$ cat src/design/urs_pkg.sv
// Shared constants for the ULPI status byte sender
package urs_pkg;
   // ----------------------------------------------------------------
   // Register byte offsets
   // ----------------------------------------------------------------
   localparam logic [3:0] URS_OFS_CTRL = 4'h0;
   localparam logic [3:0] URS_OFS_EVENT = 4'h4;
   localparam logic [3:0] URS_OFS_MASK = 4'h8;
   localparam logic [3:0] URS_OFS_BYTE = 4'hc;
   // ----------------------------------------------------------------
   // Field positions and reset values
   // ----------------------------------------------------------------
   localparam int URS_CTRL_ENABLE = 0;
   localparam int URS_CTRL_FORCE = 1;
   localparam int URS_EV_SENT = 0;
   localparam int URS_EV_SUPPLY = 1;
   localparam int URS_EV_PAIR = 2;
   localparam int URS_EV_WIDTH = 3;
   localparam logic [2:0] URS_EVENT_RESET = 3'h0;
   localparam logic [2:0] URS_MASK_RESET = 3'h0;
   localparam logic URS_ENABLE_RESET = 1'b1;
   // ----------------------------------------------------------------
   // Status byte layout and supply codes
   // ----------------------------------------------------------------
   localparam int URS_BYTE_PAIR_LO = 0;
   localparam int URS_BYTE_SUPPLY_LO = 2;
   localparam int URS_BYTE_UPPER_LO = 4;
   localparam logic [1:0] URS_SUPPLY_BELOW_END = 2'h0;
   localparam logic [1:0] URS_SUPPLY_MID = 2'h1;
   localparam logic [1:0] URS_SUPPLY_SESSION = 2'h2;
   localparam logic [1:0] URS_SUPPLY_A_VALID = 2'h3;
   // ----------------------------------------------------------------
   // Bus answers and sender states
   // ----------------------------------------------------------------
   localparam logic [1:0] URS_RESP_OKAY = 2'h0;
   localparam logic [1:0] URS_RESP_DECERR = 2'h3;
   typedef enum logic [1:0] {
      URS_ST_IDLE,
      URS_ST_TURN_IN,
      URS_ST_SEND,
      URS_ST_TURN_OUT
   } urs_state_type;
endpackage : urs_pkg

$ cat src/design/urs_pin_sync.sv
// Three-stage pin synchroniser with agreement filter
`timescale 1ns/1ps
module urs_pin_sync #(
   parameter int WIDTH = 5
) (
   // Clock and reset
   input wire logic clk_sys,
   input wire logic rst_n,
   // Pins and filtered levels
   input wire logic [WIDTH-1:0] pin,
   output logic [WIDTH-1:0] level
);
   logic [WIDTH-1:0] stage1;
   logic [WIDTH-1:0] stage2;
   logic [WIDTH-1:0] stage3;

   // Each bit follows only when stages two and three agree
   genvar i;
   generate
      for (i = 0; i < WIDTH; i++) begin : g_bit
         always_ff @(posedge clk_sys or negedge rst_n) begin
            if (!rst_n) begin
               stage1[i] <= 1'b0;
               stage2[i] <= 1'b0;
               stage3[i] <= 1'b0;
               level[i] <= 1'b0;
            end else begin
               stage1[i] <= pin[i];
               stage2[i] <= stage1[i];
               stage3[i] <= stage2[i];
               if (stage2[i] == stage3[i]) begin
                  level[i] <= stage3[i];
               end
            end
         end
      end
   endgenerate
endmodule : urs_pin_sync

$ cat src/design/urs_status_sender.sv
// ULPI status byte sender with AXI4-Lite control and interrupt
//
// Overview of operation
// - After raising dir, report pair, supply and upper status as one byte.
// - Send a fresh status byte unprompted whenever any field changes.
// - Bits 1:0 carry data pair condition, lower line in bit 0.
// - Bits 3:2 encode supply; 00 means below session end.
// - 01 between thresholds, 10 session valid, 11 A-device supply valid.
//
// Register access over AXI4-Lite and the address map were chosen for this implementation.
`timescale 1ns/1ps
module urs_status_sender
   import urs_pkg::*;
(
   // Clock and reset
   input wire logic clk_sys,
   input wire logic rst_n,
   // Analog comparator and line pins
   input wire logic line_dp,
   input wire logic line_dm,
   input wire logic sess_end,
   input wire logic sess_vld,
   input wire logic a_device_supply_valid_flag,
   // Same-clock receive, disconnect and OTG bits
   input wire logic [3:0] upper_status,
   input wire logic link_busy,
   // ULPI side
   output logic ulpi_dir,
   output logic ulpi_nxt,
   output logic [7:0] ulpi_data_out,
   output logic ulpi_data_oe,
   // AXI4-Lite write
   input wire logic [3:0] s_axi_awaddr,
   input wire logic s_axi_awvalid,
   output logic s_axi_awready,
   input wire logic [31:0] s_axi_wdata,
   input wire logic [3:0] s_axi_wstrb,
   input wire logic s_axi_wvalid,
   output logic s_axi_wready,
   output logic [1:0] s_axi_bresp,
   output logic s_axi_bvalid,
   input wire logic s_axi_bready,
   // AXI4-Lite read
   input wire logic [3:0] s_axi_araddr,
   input wire logic s_axi_arvalid,
   output logic s_axi_arready,
   output logic [31:0] s_axi_rdata,
   output logic [1:0] s_axi_rresp,
   output logic s_axi_rvalid,
   input wire logic s_axi_rready,
   // Interrupt
   output logic irq
);
   // ----------------------------------------------------------------
   // Pin synchronisation and byte assembly
   // ----------------------------------------------------------------
   logic [4:0] pins_level;
   urs_pin_sync #(
      .WIDTH(5)
   ) u_sync (
      .clk_sys(clk_sys),
      .rst_n(rst_n),
      .pin({a_device_supply_valid_flag, sess_vld, sess_end, line_dm, line_dp}),
      .level(pins_level)
   );

   wire [1:0] data_pair_condition = pins_level[1:0];
   wire level_sess_end = pins_level[2];
   wire level_sess_vld = pins_level[3];
   wire level_a_valid = pins_level[4];

   // Supply code, highest threshold first
   wire [1:0] supply_code = level_a_valid ? URS_SUPPLY_A_VALID :
      level_sess_vld ? URS_SUPPLY_SESSION :
      level_sess_end ? URS_SUPPLY_BELOW_END :
      URS_SUPPLY_MID;

   // Live status byte
   wire [7:0] cur_byte = {upper_status, supply_code, data_pair_condition};

   // ----------------------------------------------------------------
   // Registers and bus decode
   // ----------------------------------------------------------------
   logic ctrl_enable;
   logic force_req;
   logic [URS_EV_WIDTH-1:0] event_flags;
   logic [URS_EV_WIDTH-1:0] event_mask;
   logic [7:0] last_sent;
   logic [7:0] prev_byte;
   logic aw_held;
   logic w_held;
   logic [3:0] aw_addr;
   logic [31:0] w_data;
   logic [3:0] w_strb;
   urs_state_type state;

   wire aw_take = s_axi_awvalid & s_axi_awready;
   wire w_take = s_axi_wvalid & s_axi_wready;
   wire do_write = aw_held & w_held & ~s_axi_bvalid;
   wire wr_lane0 = do_write & w_strb[0];
   wire wr_ctrl = wr_lane0 & (aw_addr == URS_OFS_CTRL);
   wire wr_event = wr_lane0 & (aw_addr == URS_OFS_EVENT);
   wire wr_mask = wr_lane0 & (aw_addr == URS_OFS_MASK);
   wire wr_mapped = (aw_addr == URS_OFS_CTRL) | (aw_addr == URS_OFS_EVENT) |
      (aw_addr == URS_OFS_MASK) | (aw_addr == URS_OFS_BYTE);
   wire ar_take = s_axi_arvalid & s_axi_arready;
   wire rd_mapped = (s_axi_araddr == URS_OFS_CTRL) | (s_axi_araddr == URS_OFS_EVENT) |
      (s_axi_araddr == URS_OFS_MASK) | (s_axi_araddr == URS_OFS_BYTE);
   wire [31:0] rd_value =
      (s_axi_araddr == URS_OFS_CTRL) ? {30'h0, force_req, ctrl_enable} :
      (s_axi_araddr == URS_OFS_EVENT) ? {29'h0, event_flags} :
      (s_axi_araddr == URS_OFS_MASK) ? {29'h0, event_mask} :
      (s_axi_araddr == URS_OFS_BYTE) ? {16'h0, cur_byte, last_sent} : 32'h0;

   // ----------------------------------------------------------------
   // Sender state machine decode
   // ----------------------------------------------------------------
   wire change_pending = (cur_byte != last_sent);
   wire start_send = ctrl_enable & (change_pending | force_req) & ~link_busy;
   wire send_more = (cur_byte != ulpi_data_out);
   wire byte_loaded = (state == URS_ST_TURN_IN) |
      ((state == URS_ST_SEND) & send_more);

   // Event sources
   wire [URS_EV_WIDTH-1:0] ev_set;
   assign ev_set[URS_EV_SENT] = byte_loaded;
   assign ev_set[URS_EV_SUPPLY] = (cur_byte[3:2] != prev_byte[3:2]);
   assign ev_set[URS_EV_PAIR] = (cur_byte[1:0] != prev_byte[1:0]);
   wire [URS_EV_WIDTH-1:0] ev_clr = wr_event ? w_data[URS_EV_WIDTH-1:0] : '0;
   wire [URS_EV_WIDTH-1:0] next_event_flags = (event_flags & ~ev_clr) | ev_set;

   // ----------------------------------------------------------------
   // AXI4-Lite write channel
   // ----------------------------------------------------------------
   always_ff @(posedge clk_sys or negedge rst_n) begin
      if (!rst_n) begin
         aw_held <= 1'b0;
         w_held <= 1'b0;
         aw_addr <= 4'h0;
         w_data <= 32'h0;
         w_strb <= 4'h0;
         s_axi_awready <= 1'b0;
         s_axi_wready <= 1'b0;
         s_axi_bvalid <= 1'b0;
         s_axi_bresp <= URS_RESP_OKAY;
      end else begin
         if (aw_take) begin
            aw_held <= 1'b1;
            aw_addr <= {s_axi_awaddr[3:2], 2'h0};
         end
         if (w_take) begin
            w_held <= 1'b1;
            w_data <= s_axi_wdata;
            w_strb <= s_axi_wstrb;
         end
         s_axi_awready <= ~aw_held & ~aw_take & ~s_axi_bvalid;
         s_axi_wready <= ~w_held & ~w_take & ~s_axi_bvalid;
         if (do_write) begin
            aw_held <= 1'b0;
            w_held <= 1'b0;
            s_axi_bvalid <= 1'b1;
            s_axi_bresp <= wr_mapped ? URS_RESP_OKAY : URS_RESP_DECERR;
         end else if (s_axi_bready) begin
            s_axi_bvalid <= 1'b0;
         end
      end
   end

   // ----------------------------------------------------------------
   // AXI4-Lite read channel
   // ----------------------------------------------------------------
   always_ff @(posedge clk_sys or negedge rst_n) begin
      if (!rst_n) begin
         s_axi_arready <= 1'b0;
         s_axi_rvalid <= 1'b0;
         s_axi_rdata <= 32'h0;
         s_axi_rresp <= URS_RESP_OKAY;
      end else begin
         s_axi_arready <= ~s_axi_rvalid & ~ar_take;
         if (ar_take) begin
            s_axi_rvalid <= 1'b1;
            s_axi_rdata <= rd_value;
            s_axi_rresp <= rd_mapped ? URS_RESP_OKAY : URS_RESP_DECERR;
         end else if (s_axi_rready) begin
            s_axi_rvalid <= 1'b0;
         end
      end
   end

   // ----------------------------------------------------------------
   // Control, event and mask registers
   // ----------------------------------------------------------------
   always_ff @(posedge clk_sys or negedge rst_n) begin
      if (!rst_n) begin
         ctrl_enable <= URS_ENABLE_RESET;
         force_req <= 1'b0;
         event_flags <= URS_EVENT_RESET;
         event_mask <= URS_MASK_RESET;
         prev_byte <= 8'h0;
         irq <= 1'b0;
      end else begin
         if (wr_ctrl) begin
            ctrl_enable <= w_data[URS_CTRL_ENABLE];
         end
         // Force request survives until a send starts; set wins
         if (wr_ctrl & w_data[URS_CTRL_FORCE]) begin
            force_req <= 1'b1;
         end else if (state == URS_ST_IDLE && start_send) begin
            force_req <= 1'b0;
         end
         if (wr_mask) begin
            event_mask <= w_data[URS_EV_WIDTH-1:0];
         end
         event_flags <= next_event_flags;
         prev_byte <= cur_byte;
         irq <= |(next_event_flags & (wr_mask ? w_data[URS_EV_WIDTH-1:0] : event_mask));
      end
   end

   // ----------------------------------------------------------------
   // ULPI bus ownership and status byte sending
   // ----------------------------------------------------------------
   always_ff @(posedge clk_sys or negedge rst_n) begin
      if (!rst_n) begin
         state <= URS_ST_IDLE;
         ulpi_dir <= 1'b0;
         ulpi_nxt <= 1'b0;
         ulpi_data_out <= 8'h0;
         ulpi_data_oe <= 1'b0;
         last_sent <= 8'h0;
      end else begin
         ulpi_nxt <= 1'b0;
         case (state)
            URS_ST_IDLE: begin
               if (start_send) begin
                  ulpi_dir <= 1'b1;
                  state <= URS_ST_TURN_IN;
               end
            end
            URS_ST_TURN_IN: begin
               // Turnaround cycle done, drive the byte next
               ulpi_data_oe <= 1'b1;
               ulpi_data_out <= cur_byte;
               last_sent <= cur_byte;
               state <= URS_ST_SEND;
            end
            URS_ST_SEND: begin
               if (send_more) begin
                  ulpi_data_out <= cur_byte;
                  last_sent <= cur_byte;
               end else begin
                  ulpi_data_oe <= 1'b0;
                  ulpi_dir <= 1'b0;
                  state <= URS_ST_TURN_OUT;
               end
            end
            URS_ST_TURN_OUT: begin
               state <= URS_ST_IDLE;
            end
            default: begin
               state <= URS_ST_IDLE;
            end
         endcase
      end
   end
endmodule : urs_status_sender

$ cat config.mk
export PLATFORM = sky130hd
export DESIGN_NAME = urs_status_sender
export DESIGN_NICKNAME = d
export VERILOG_FILES = /design/src/design/urs_pkg.sv /design/src/design/urs_pin_sync.sv /design/src/design/urs_status_sender.sv
export SDC_FILE = /design/constraint.sdc
export NUM_CORES = 1
export LEC_CHECK = 0
export BUFFER_PORTS_ARGS = -buffer_cell sky130_fd_sc_hd__buf_2
export CORE_UTILIZATION = 23
export CTS_CLUSTER_DIAMETER = 30
export CTS_CLUSTER_SIZE = 30
export DETAILED_ROUTE_END_ITERATION = 8
export SYNTH_ARGS = -nofsm -noshare
export SYNTH_HDL_FRONTEND = slang
export SYNTH_HIERARCHICAL = 1
export SYNTH_SLANG_ARGS = --single-unit
$ cat constraint.sdc
create_clock -name clk_sys -period 5.55 [get_ports clk_sys]
set_input_delay 0.2775 -clock clk_sys [delete_from_list [all_inputs] [get_ports clk_sys]]
set_output_delay 0.2775 -clock clk_sys [all_outputs]
set_load 0.05 [all_outputs]
Word level (Yosys, flattened, before mapping)
Index checks and enable logic that the tools add are counted.
- eq/ne operators: 20
- reduce and logical (&&, ||, !) cells: 16
- bitwise gates (word level): 38
- muxes and demuxes: 30
- operators with widths (kind ; number):
    $mux 16 ; 4
    $and 1x1->1 ; 18
    $pmux 8 s2 ; 1
    $reduce_bool 2->1 ; 7
    $mux 1 ; 13
    $mux 2 ; 6
    $eq 2x2->1 const B ; 4
    $eq 4x4->1 const B ; 2
    $logic_not 4->1 ; 2
    $mux 8 ; 1
    $ne 8x8->1 ; 1
    $not 1->1 ; 8
    $or 1x1->1 ; 8
    $pmux 2 s4 ; 1
    $and 3x3->3 ; 2
    $mux 3 ; 2
    $ne 2x2->1 const B ; 3
    $reduce_and 2->1 ; 3
    $eq 1x1->1 ; 5
    $eq 2x1->1 const B ; 2
    $eq 4x3->1 const B ; 1
    $ne 2x2->1 ; 2
    $pmux 1 s2 ; 2
    $not 3->3 ; 1
    other kinds (5) ; 5
- word-level logic and storage cells: 147
- bits in registers: 94
- bits of input ports: 61
- output and inout bits: 53

Longest topological paths before layout
Gate-level depths: netlist of run 1.
- depth in word-level cells: 10
- mapped depth: 6

Cells and area by module
Netlist of run 1, hierarchy kept.
- by module, submodules not included (module ; cells each ; seq. area each (sq um) ; area an instance (sq um) ; instances):
    urs_status_sender ; 199 ; 1402.6 ; 2501.1 ; 1
    urs_pin_sync ; 25 ; 500.5 ; 556.8 ; 1

Least setup slack after synthesis of run 1
OpenSTA, ideal clock, no wires.
- path type: register to register
- start: reg, netlist name last_sent[3]
- end: reg irq
- path slack: 3.365 ns
- data arrival time: 2.059 ns
- cell stages (with the launch flop): 6
- library setup time: 0.126 ns
- data required time: 5.424 ns
- cell sequence: dfrtp_1 o21a_1 o211ai_1 or3_4 a221o_1 a221o_1
- RTL lines (item ; RTL line ; text):
    end signal: assignment ; urs_status_sender.sv:216 ; irq <= |(next_event_flags & (wr_mask ? w_data[URS_EV_WIDTH-1:0] : event_mask));
    end: declaration ; urs_status_sender.sv:52 ; output logic irq

Worst setup path after layout of run 1
- start: reg u_sync.level[3]
- end: reg irq
- cells in the longest elaborated chain, start to end: 8
- elaborated cells between the ends (all ways): 9
- those cells by class: eq/ne (2); mux (2); bitwise (4); reduce/logical (1)
- ends and longest elaborated chain (item ; RTL line ; text):
    start: declaration ; urs_pin_sync.sv:11 ; output logic [WIDTH-1:0] level
    start signal: indexed assignment ; urs_pin_sync.sv:32 ; level[i] <= stage3[i];
    $mux 2 ; urs_status_sender.sv:74 ; level_sess_vld ? URS_SUPPLY_SESSION :
    $mux 2 ; urs_status_sender.sv:73 ; wire [1:0] supply_code = level_a_valid ? URS_SUPPLY_A_VALID :
    via supply_code[0] ; urs_status_sender.sv:73 ;
    $ne 8x8->1 ; urs_status_sender.sv:120 ; wire send_more = (cur_byte != ulpi_data_out);
    $and 1x1->1 ; urs_status_sender.sv:122 ; ((state == URS_ST_SEND) & send_more);
    $or 1x1->1 ; urs_status_sender.sv:121 ; wire byte_loaded = (state == URS_ST_TURN_IN) |
    $or 3x3->3 ; urs_status_sender.sv:130 ; wire [URS_EV_WIDTH-1:0] next_event_flags = (event_flags & ~ev_clr) | ev_set;
    via next_event_flags[0] ; urs_status_sender.sv:130 ;
    $and 3x3->3 ; urs_status_sender.sv:216 ;
    $reduce_or 3->1 ; urs_status_sender.sv:216 ;
The timed path passes the listed nets, and every way through them passes these cells.
A chain may end at the register's enable or synchronous reset.

==> results of run 1 <==
## worst paths after layout
kind / from / to / cells past startpoint
hold reg to reg: u_sync/stage1[0] / u_sync/stage2[0] / 0
min in group asynchronous: rst_n / s_axi_rdata[8] / 1
max in group asynchronous: rst_n / prev_byte[3] / 1
hold / removal: line_dm / u_sync/stage1[1] / 1
setup reg to reg: u_sync/level[3] / irq / 5
setup / recovery: u_sync/level[3] / irq / 5
## area by class of cell
cell class	instances	area [sq um]	area share (%)
sequential	76	1900	50.6
timing repair buffer	62	313	8.31
clock inverter	6	41.3	1.10
multi-input combinational	137	1040	27.7
clock buffer	10	229	6.09
inverter	5	18.8	0.499
tap	172	215	5.72
## critical path, delay by kind of cell (launching register included)
kind,cells,cell delay (ns)
XOR/XNOR,1,0.16
AO/OA/AOI/OAI,3,1.12
AND/OR/NAND/NOR,1,0.38
flip-flops,1,0.45
## sequential cells by signal, summed over array words and instances (netlist names), 2 cells and up
name,count
u_sync/stage2,5
aw_addr,2
u_sync/level,5
s_axi_rdata,16
w_data,3
u_sync/stage1,5
event_flags,3
prev_byte,4
last_sent,8
state,2
event_mask,3
u_sync/stage3,5
## cells in the final DEF, fill, tap and decap left out, types with 2 or more instances in the layout
master	instances
dfrtp_1	75
buf_2	61
mux2_2	20
a22o_1	18
conb_1	17
nand2_1	12
clkbuf_16	9
o21ai_0	6
xnor2_1	6
inv_1	5
and2_1	5
a21oi_1	5
nor2_1	5
maj3_2	5
nor3_1	4
xor2_1	3
ha_1	3
clkinvlp_4	3
a211o_1	2
a221o_1	2
nor2b_1	2
mux4_2	2
clkinv_2	2
## metrics by stage
| step | instance area [sq um] | worst slack, ns | utilization, % |
|---|---|---|---|
| after floorplan | 3120 | 3.37 | - |
| after global placement | 3490 | 3.33 | 27.3 |
| after detailed placement | 3490 | 3.30 | 27.3 |
| after CTS | 3760 | 3.30 | 29.5 |
| after global routing | 3760 | 3.08 | 29.5 |
| final | 3760 | 3.32 | 29.5 |
## power by group through the flow
| stage | registers (W) | logic (W) | clock network [W] |
|---|---|---|---|
| after CTS | 0.000806 | 0.000684 | 0.000541 |
| after detailed placement | 0.000816 | 0.000683 | 0 |
| final | 0.000804 | 0.000673 | 0.000517 |
| after floorplan | 0.000989 | 0.000334 | 0 |
| after global routing | 0.000825 | 0.000721 | 0.000564 |
| after global placement | 0.000808 | 0.000669 | 0 |
## routing by layer
metal	routed length, um	global-route usage [%]	vias up
met1	2780	11.9	921
met2	2880	14.5	63
met4	87	3.65	0
li1	-	-	912
met5	0	0	-
met3	375	3.89	8
## cells by family after synthesis
group / after synthesis
xor gates and xnor gates: 9
buffers and inverters: 27
and+or+nand+nor: 40
other: 1
AOI/OAI and AO/OA: 41
DFF: 76
adders and majority gates: 8
muxes: 22
==> impl_metrics.csv, run 1 <==
group,metric,value,unit
run_status,status,"finished clean",
finish,fin_nets,355,
routing,ant_nets,0,
clocking,clkTransAtPathRegs,0.06,ns
yosys,synth_xor_area_share,2.58,%
grt,grt_pass1_vias,1895,
yosys,synth_top_area_share,61.4,%
yosys,synth_edf_count,0,
yosys,yosys.area_share.simple,7.24,%
floorplan,fp.dieW,117,um
floorplan,io_pins,114,
worst_setup_path,cpMostUsedCell,"a221o_1",
clocking,cts-root-buf,"clkbuf_16",
clocking,htree_num_levels,3,
worst_setup_path,worstPathArrival,2.44,ns
timing,worst_pin_slew,0.934,ns
routing,drt_wl_total,6130,um
power_and_ir_drop,p_total,0.00199,W
placed_design,gp_congestion,0.747,
yosys,synth_compound_area_share,10.3,%
worst_setup_path,rrSetupSlack,3.32,ns
timing,maxSlewHeadroom,37.7,%
placed_design,hpwl,4490,um
routing,vias,1904,
clocking,clkLatencyLatePin,0.32,ns
floorplan,die_area,13800,sq um
worst_setup_path,max_stage_delay,0.45,ns
yosys,synth_seq_cells,76,
routing,wl_per_cell,13.1,um
floorplan,die_h,117,um
floorplan,num_rows,41,
yosys,synthCells,224,
worst_setup_path,cp_slowest_cell,"dfrtp_1",
clocking,cts_tree,"yes",
timing,timing.final.crit_period,2.23,ns
yosys,synthTopCellsByArea,"dfrtp_1, mux2_2, a22o_1, buf_4, maj3_2",
power_and_ir_drop,max-vdd-ir-drop,197,uV
power_and_ir_drop,comb_power_share,33.8,%
worst_setup_path,crit_chain,"o21bai_1 -> xor2_1 -> or3_4 -> a221o_1 -> a221o_1",
yosys,syn_avg_cell_area,13.7,sq um
finish,syn2layout_area_growth,23.0,%
yosys,yosysMostFrequentCell,"dfrtp_1",
timing,finalSetupViolCount,0,
clocking,clockBufferDepth,2,
grt,grt_first_pass_wirelength,10100,um
yosys,ys.warnings.count,6,
run,maxCapViolations,0,
finish,diodes,0,
worst_setup_path,end_kind,"flip-flop",
timing,finalCritPeriodShare,40.2,%
yosys,synth_top_area_cell,"dfrtp_1",
power_and_ir_drop,p_int,0.00123,W
yosys,synth.cell_area,3060,sq um
routing,first_pass_iters,4,
grt,grt_antenna_before_repair,0,
min_path,hold_class,"in -> reg",
grt,grt_max_degree,77,
power_and_ir_drop,switching_power,0.000767,W
timing,fmax,448,MHz
placed_design,port_buffers,62,
power_and_ir_drop,power.clock.fraction,25.9,%
timing,rsz0062_at_grt,"false",
timing,fin_skew,0.00524,ns
power_and_ir_drop,p_leak,1.73,nW
finish,instances_no_fill,468,
yosys,synth_fa_ha_area_share,3.07,%
power_and_ir_drop,seqPwrFrac,40.3,%
yosys,ys_seq_area_share,62.2,%
finish,drive_gt1_share,36.8,%
power_and_ir_drop,switching_share,38.4,%
yosys,synth_cell_types,43,
routing,drt_iter0_drc,82,
yosys,synth_mux_area_share,8.84,%
finish,fillers,1303,
worst_setup_path,crit_type,"reg -> reg",
yosys,synth.top_cells.by_count,"dfrtp_1, mux2_2, buf_4",
routing,via_per_inst,4.07,
timing,whs,0.0521,ns
timing,drv_slew,0,
worst_setup_path,worst_setup_path_start_kind,"flip-flop",
worst_setup_path,cp_max_fo,8,
timing,finalHoldViolCount,0,
power_and_ir_drop,power_density,530,nW/um^2
yosys,synth_top_flop_cell,"dfrtp_1",
clocking,ctsResizeCount,0,
yosys,async_reset_ff_share,100,%
clocking,cts_buffers,9,
floorplan,core-area,12800,sq um
clocking,cts_sinks,76,
grt,grt_overflow,0,
clocking,cts.hold.buffers_added,0,
floorplan,initial_core_util,23.9,%
routing,drc,0,
placed_design,placed_cells,452,
grt,grt_usage,9.47,%
timing,setup_total_negative_slack,0,ns
yosys,synth_top_family_by_area,"compound AO/OA/AOI/OAI gates",
worst_setup_path,crit_required,5.76,ns
clocking,postCtsSetupRepairBufs,0,
Power figures use the tool's default switching activity.
==> inputs of run 2 (changes only) <==
Clock period 5.55 ns to 2.1 ns, I/O delays scaled along.
==> impl_metrics.csv, run 2 (synthesized netlist as in run 1, its figures left out) <==
group,metric,value,unit
finish,final_cell_mix,"dfrtp_1, buf_2, mux2_2, a22o_1",
timing,maxSlewHeadroom,60.5,%
timing,whs,0.0124,ns
placed_design,port_buffers,62,
grt,grt_first_pass_wirelength,10800,um
worst_setup_path,rrSetupSlack,0.05,ns
routing,vias,1987,
timing,drv_slew,0,
finish,reg_top3,"s_axi_rdata x16, last_sent x8",
finish,diodes,0,
placed_design,placed_cell_area,3640,sq um
placed_design,gp_congestion,0.745,
finish,top_register,"s_axi_rdata",
finish,fin_nets,383,
worst_setup_path,crit_family,"compound AO/OA/AOI/OAI gates",
timing,finalHoldViolCount,0,
clocking,cts_sinks,76,
finish,final_cell_area,4070,sq um
run_status,status,"finished clean",
clocking,postCtsSetupRepairBufs,0,
worst_setup_path,cp_slowest_cell,"dfrtp_2",
floorplan,initial_core_util,23.9,%
finish,final_common_cell,"dfrtp_1",
timing,fin_skew,0.00907,ns
run,maxCapViolations,0,
placed_design,placed_cells,469,
timing,finalCritPeriodShare,97.7,%
floorplan,io_pins,114,
clocking,htree_num_levels,3,
routing,first_pass_iters,6,
finish,instances_no_fill,496,
finish,largest_reg_flops,16,
routing,drt_iter0_drc,77,
power_and_ir_drop,p_total,0.00565,W
placed_design,hpwl,4750,um
power_and_ir_drop,p_leak,1.87,nW
grt,grt_max_degree,40,
min_path,hold_class,"in -> reg",
routing,via_per_inst,4.01,
worst_setup_path,cp_max_fo,6,
worst_setup_path,worstPathArrival,2.26,ns
routing,ant_nets,0,
min_path,whs_path_depth,2,
timing,rsz0062_at_grt,"true",
grt,grt_pass1_vias,2089,
clocking,clkLatencyLatePin,0.33,ns
grt,grt_antenna_before_repair,0,
grt,grt_overflow,0,
clocking,cts_buffers,9,
timing,finalSetupViolCount,0,
floorplan,die_area,13800,sq um
clocking,cts-root-buf,"clkbuf_16",
floorplan,die_h,117,um
floorplan,fp.dieW,117,um
worst_setup_path,critPathBufInv,0,
timing,timing.final.crit_period,2.05,ns
grt,grt_usage,10.3,%
floorplan,num_rows,41,
routing,wl_per_cell,13.0,um
finish,drive_gt1_share,41.4,%
finish,syn2layout_area_growth,33.0,%
worst_setup_path,worst_setup_path_start_kind,"flip-flop",
worst_setup_path,crit_type,"reg -> reg",
timing,worst_pin_slew,0.589,ns
routing,drt_wl_total,6440,um
routing,drc,0,
worst_setup_path,reg2reg_depth,5,
power_and_ir_drop,power_density,1390,nW/um^2
worst_setup_path,crit_cells,5,
worst_setup_path,end_kind,"flip-flop",
worst_setup_path,max_stage_delay,0.43,ns
worst_setup_path,crit_required,2.31,ns
finish,fillers,1275,
power_and_ir_drop,max-vdd-ir-drop,477,uV
timing,fmax,488,MHz
clocking,cts_tree,"yes",
worst_setup_path,crit_chain,"o21bai_2 -> xor2_1 -> or3_4 -> a221o_1 -> a221o_1",
floorplan,core-area,12800,sq um
worst_setup_path,cpMostUsedCell,"a221o_1",
clocking,clkTransAtPathRegs,0.06,ns
clocking,clockBufferDepth,2,
run 2: path summary, 6_finish.rpt:
| path | start | to |
|---|---|---|
| worst max-delay path | u_sync/level[4] | irq |
| worst min-delay path | s_axi_wstrb[0] | w_strb[0] |
| worst max register to register | u_sync/level[4] | irq |
| worst min register to register | u_sync/stage1[0] | u_sync/stage2[0] |
| max in group asynchronous | rst_n | ctrl_enable |
| min in group asynchronous | rst_n | s_axi_bvalid |
run 2: area by class of cell:
| class | count | area (sq um) | area share (%) |
|---|---|---|---|
| Sequential cell | 76 | 1910 | 47.0 |
| Multi-Input combinational cell | 137 | 1060 | 26.0 |
| Timing Repair Buffer | 90 | 563 | 13.8 |
| Clock buffer | 14 | 264 | 6.49 |
| Tap cell | 172 | 215 | 5.29 |
| Clock inverter | 2 | 35.0 | 0.861 |
| Inverter | 5 | 18.8 | 0.461 |
run 2: layer usage:
layer,share of wire [%],GRT usage [%],vias to the layer above
li1,-,-,967
met1,46,13.0,950
met2,47,15.8,65
met3,6.2,4.72,5
met4,0.68,2.68,0
met5,0,0,-
run 2: power by group:
group          switching (W)  leakage, nW  internal [W]
sequential          0.000266        0.904       0.00183
clock               0.000548        0.147      0.000984
combinational        0.00124        0.823      0.000782
run 2: what timing repair did:
item | CTS | global route
hold endpoints to repair | 48 | 0
pin swaps | 2 | 1
resized for setup | 0 | 4
setup endpoints to repair | 1 | 8
hold buffers | 11 | 0
run 2: through the flow:
stage	utilization (%)	setup slack [ns]	setup TNS, ns
3_5_place_dp	28.5	0.00536	0
3_3_place_gp	28.5	0.00207	0
4_1_cts	31.7	0.0164	0
6_report	31.8	0.0489	0
5_1_grt	31.8	-0.00554	-0.00554
2_1_floorplan	-	0.0312	0
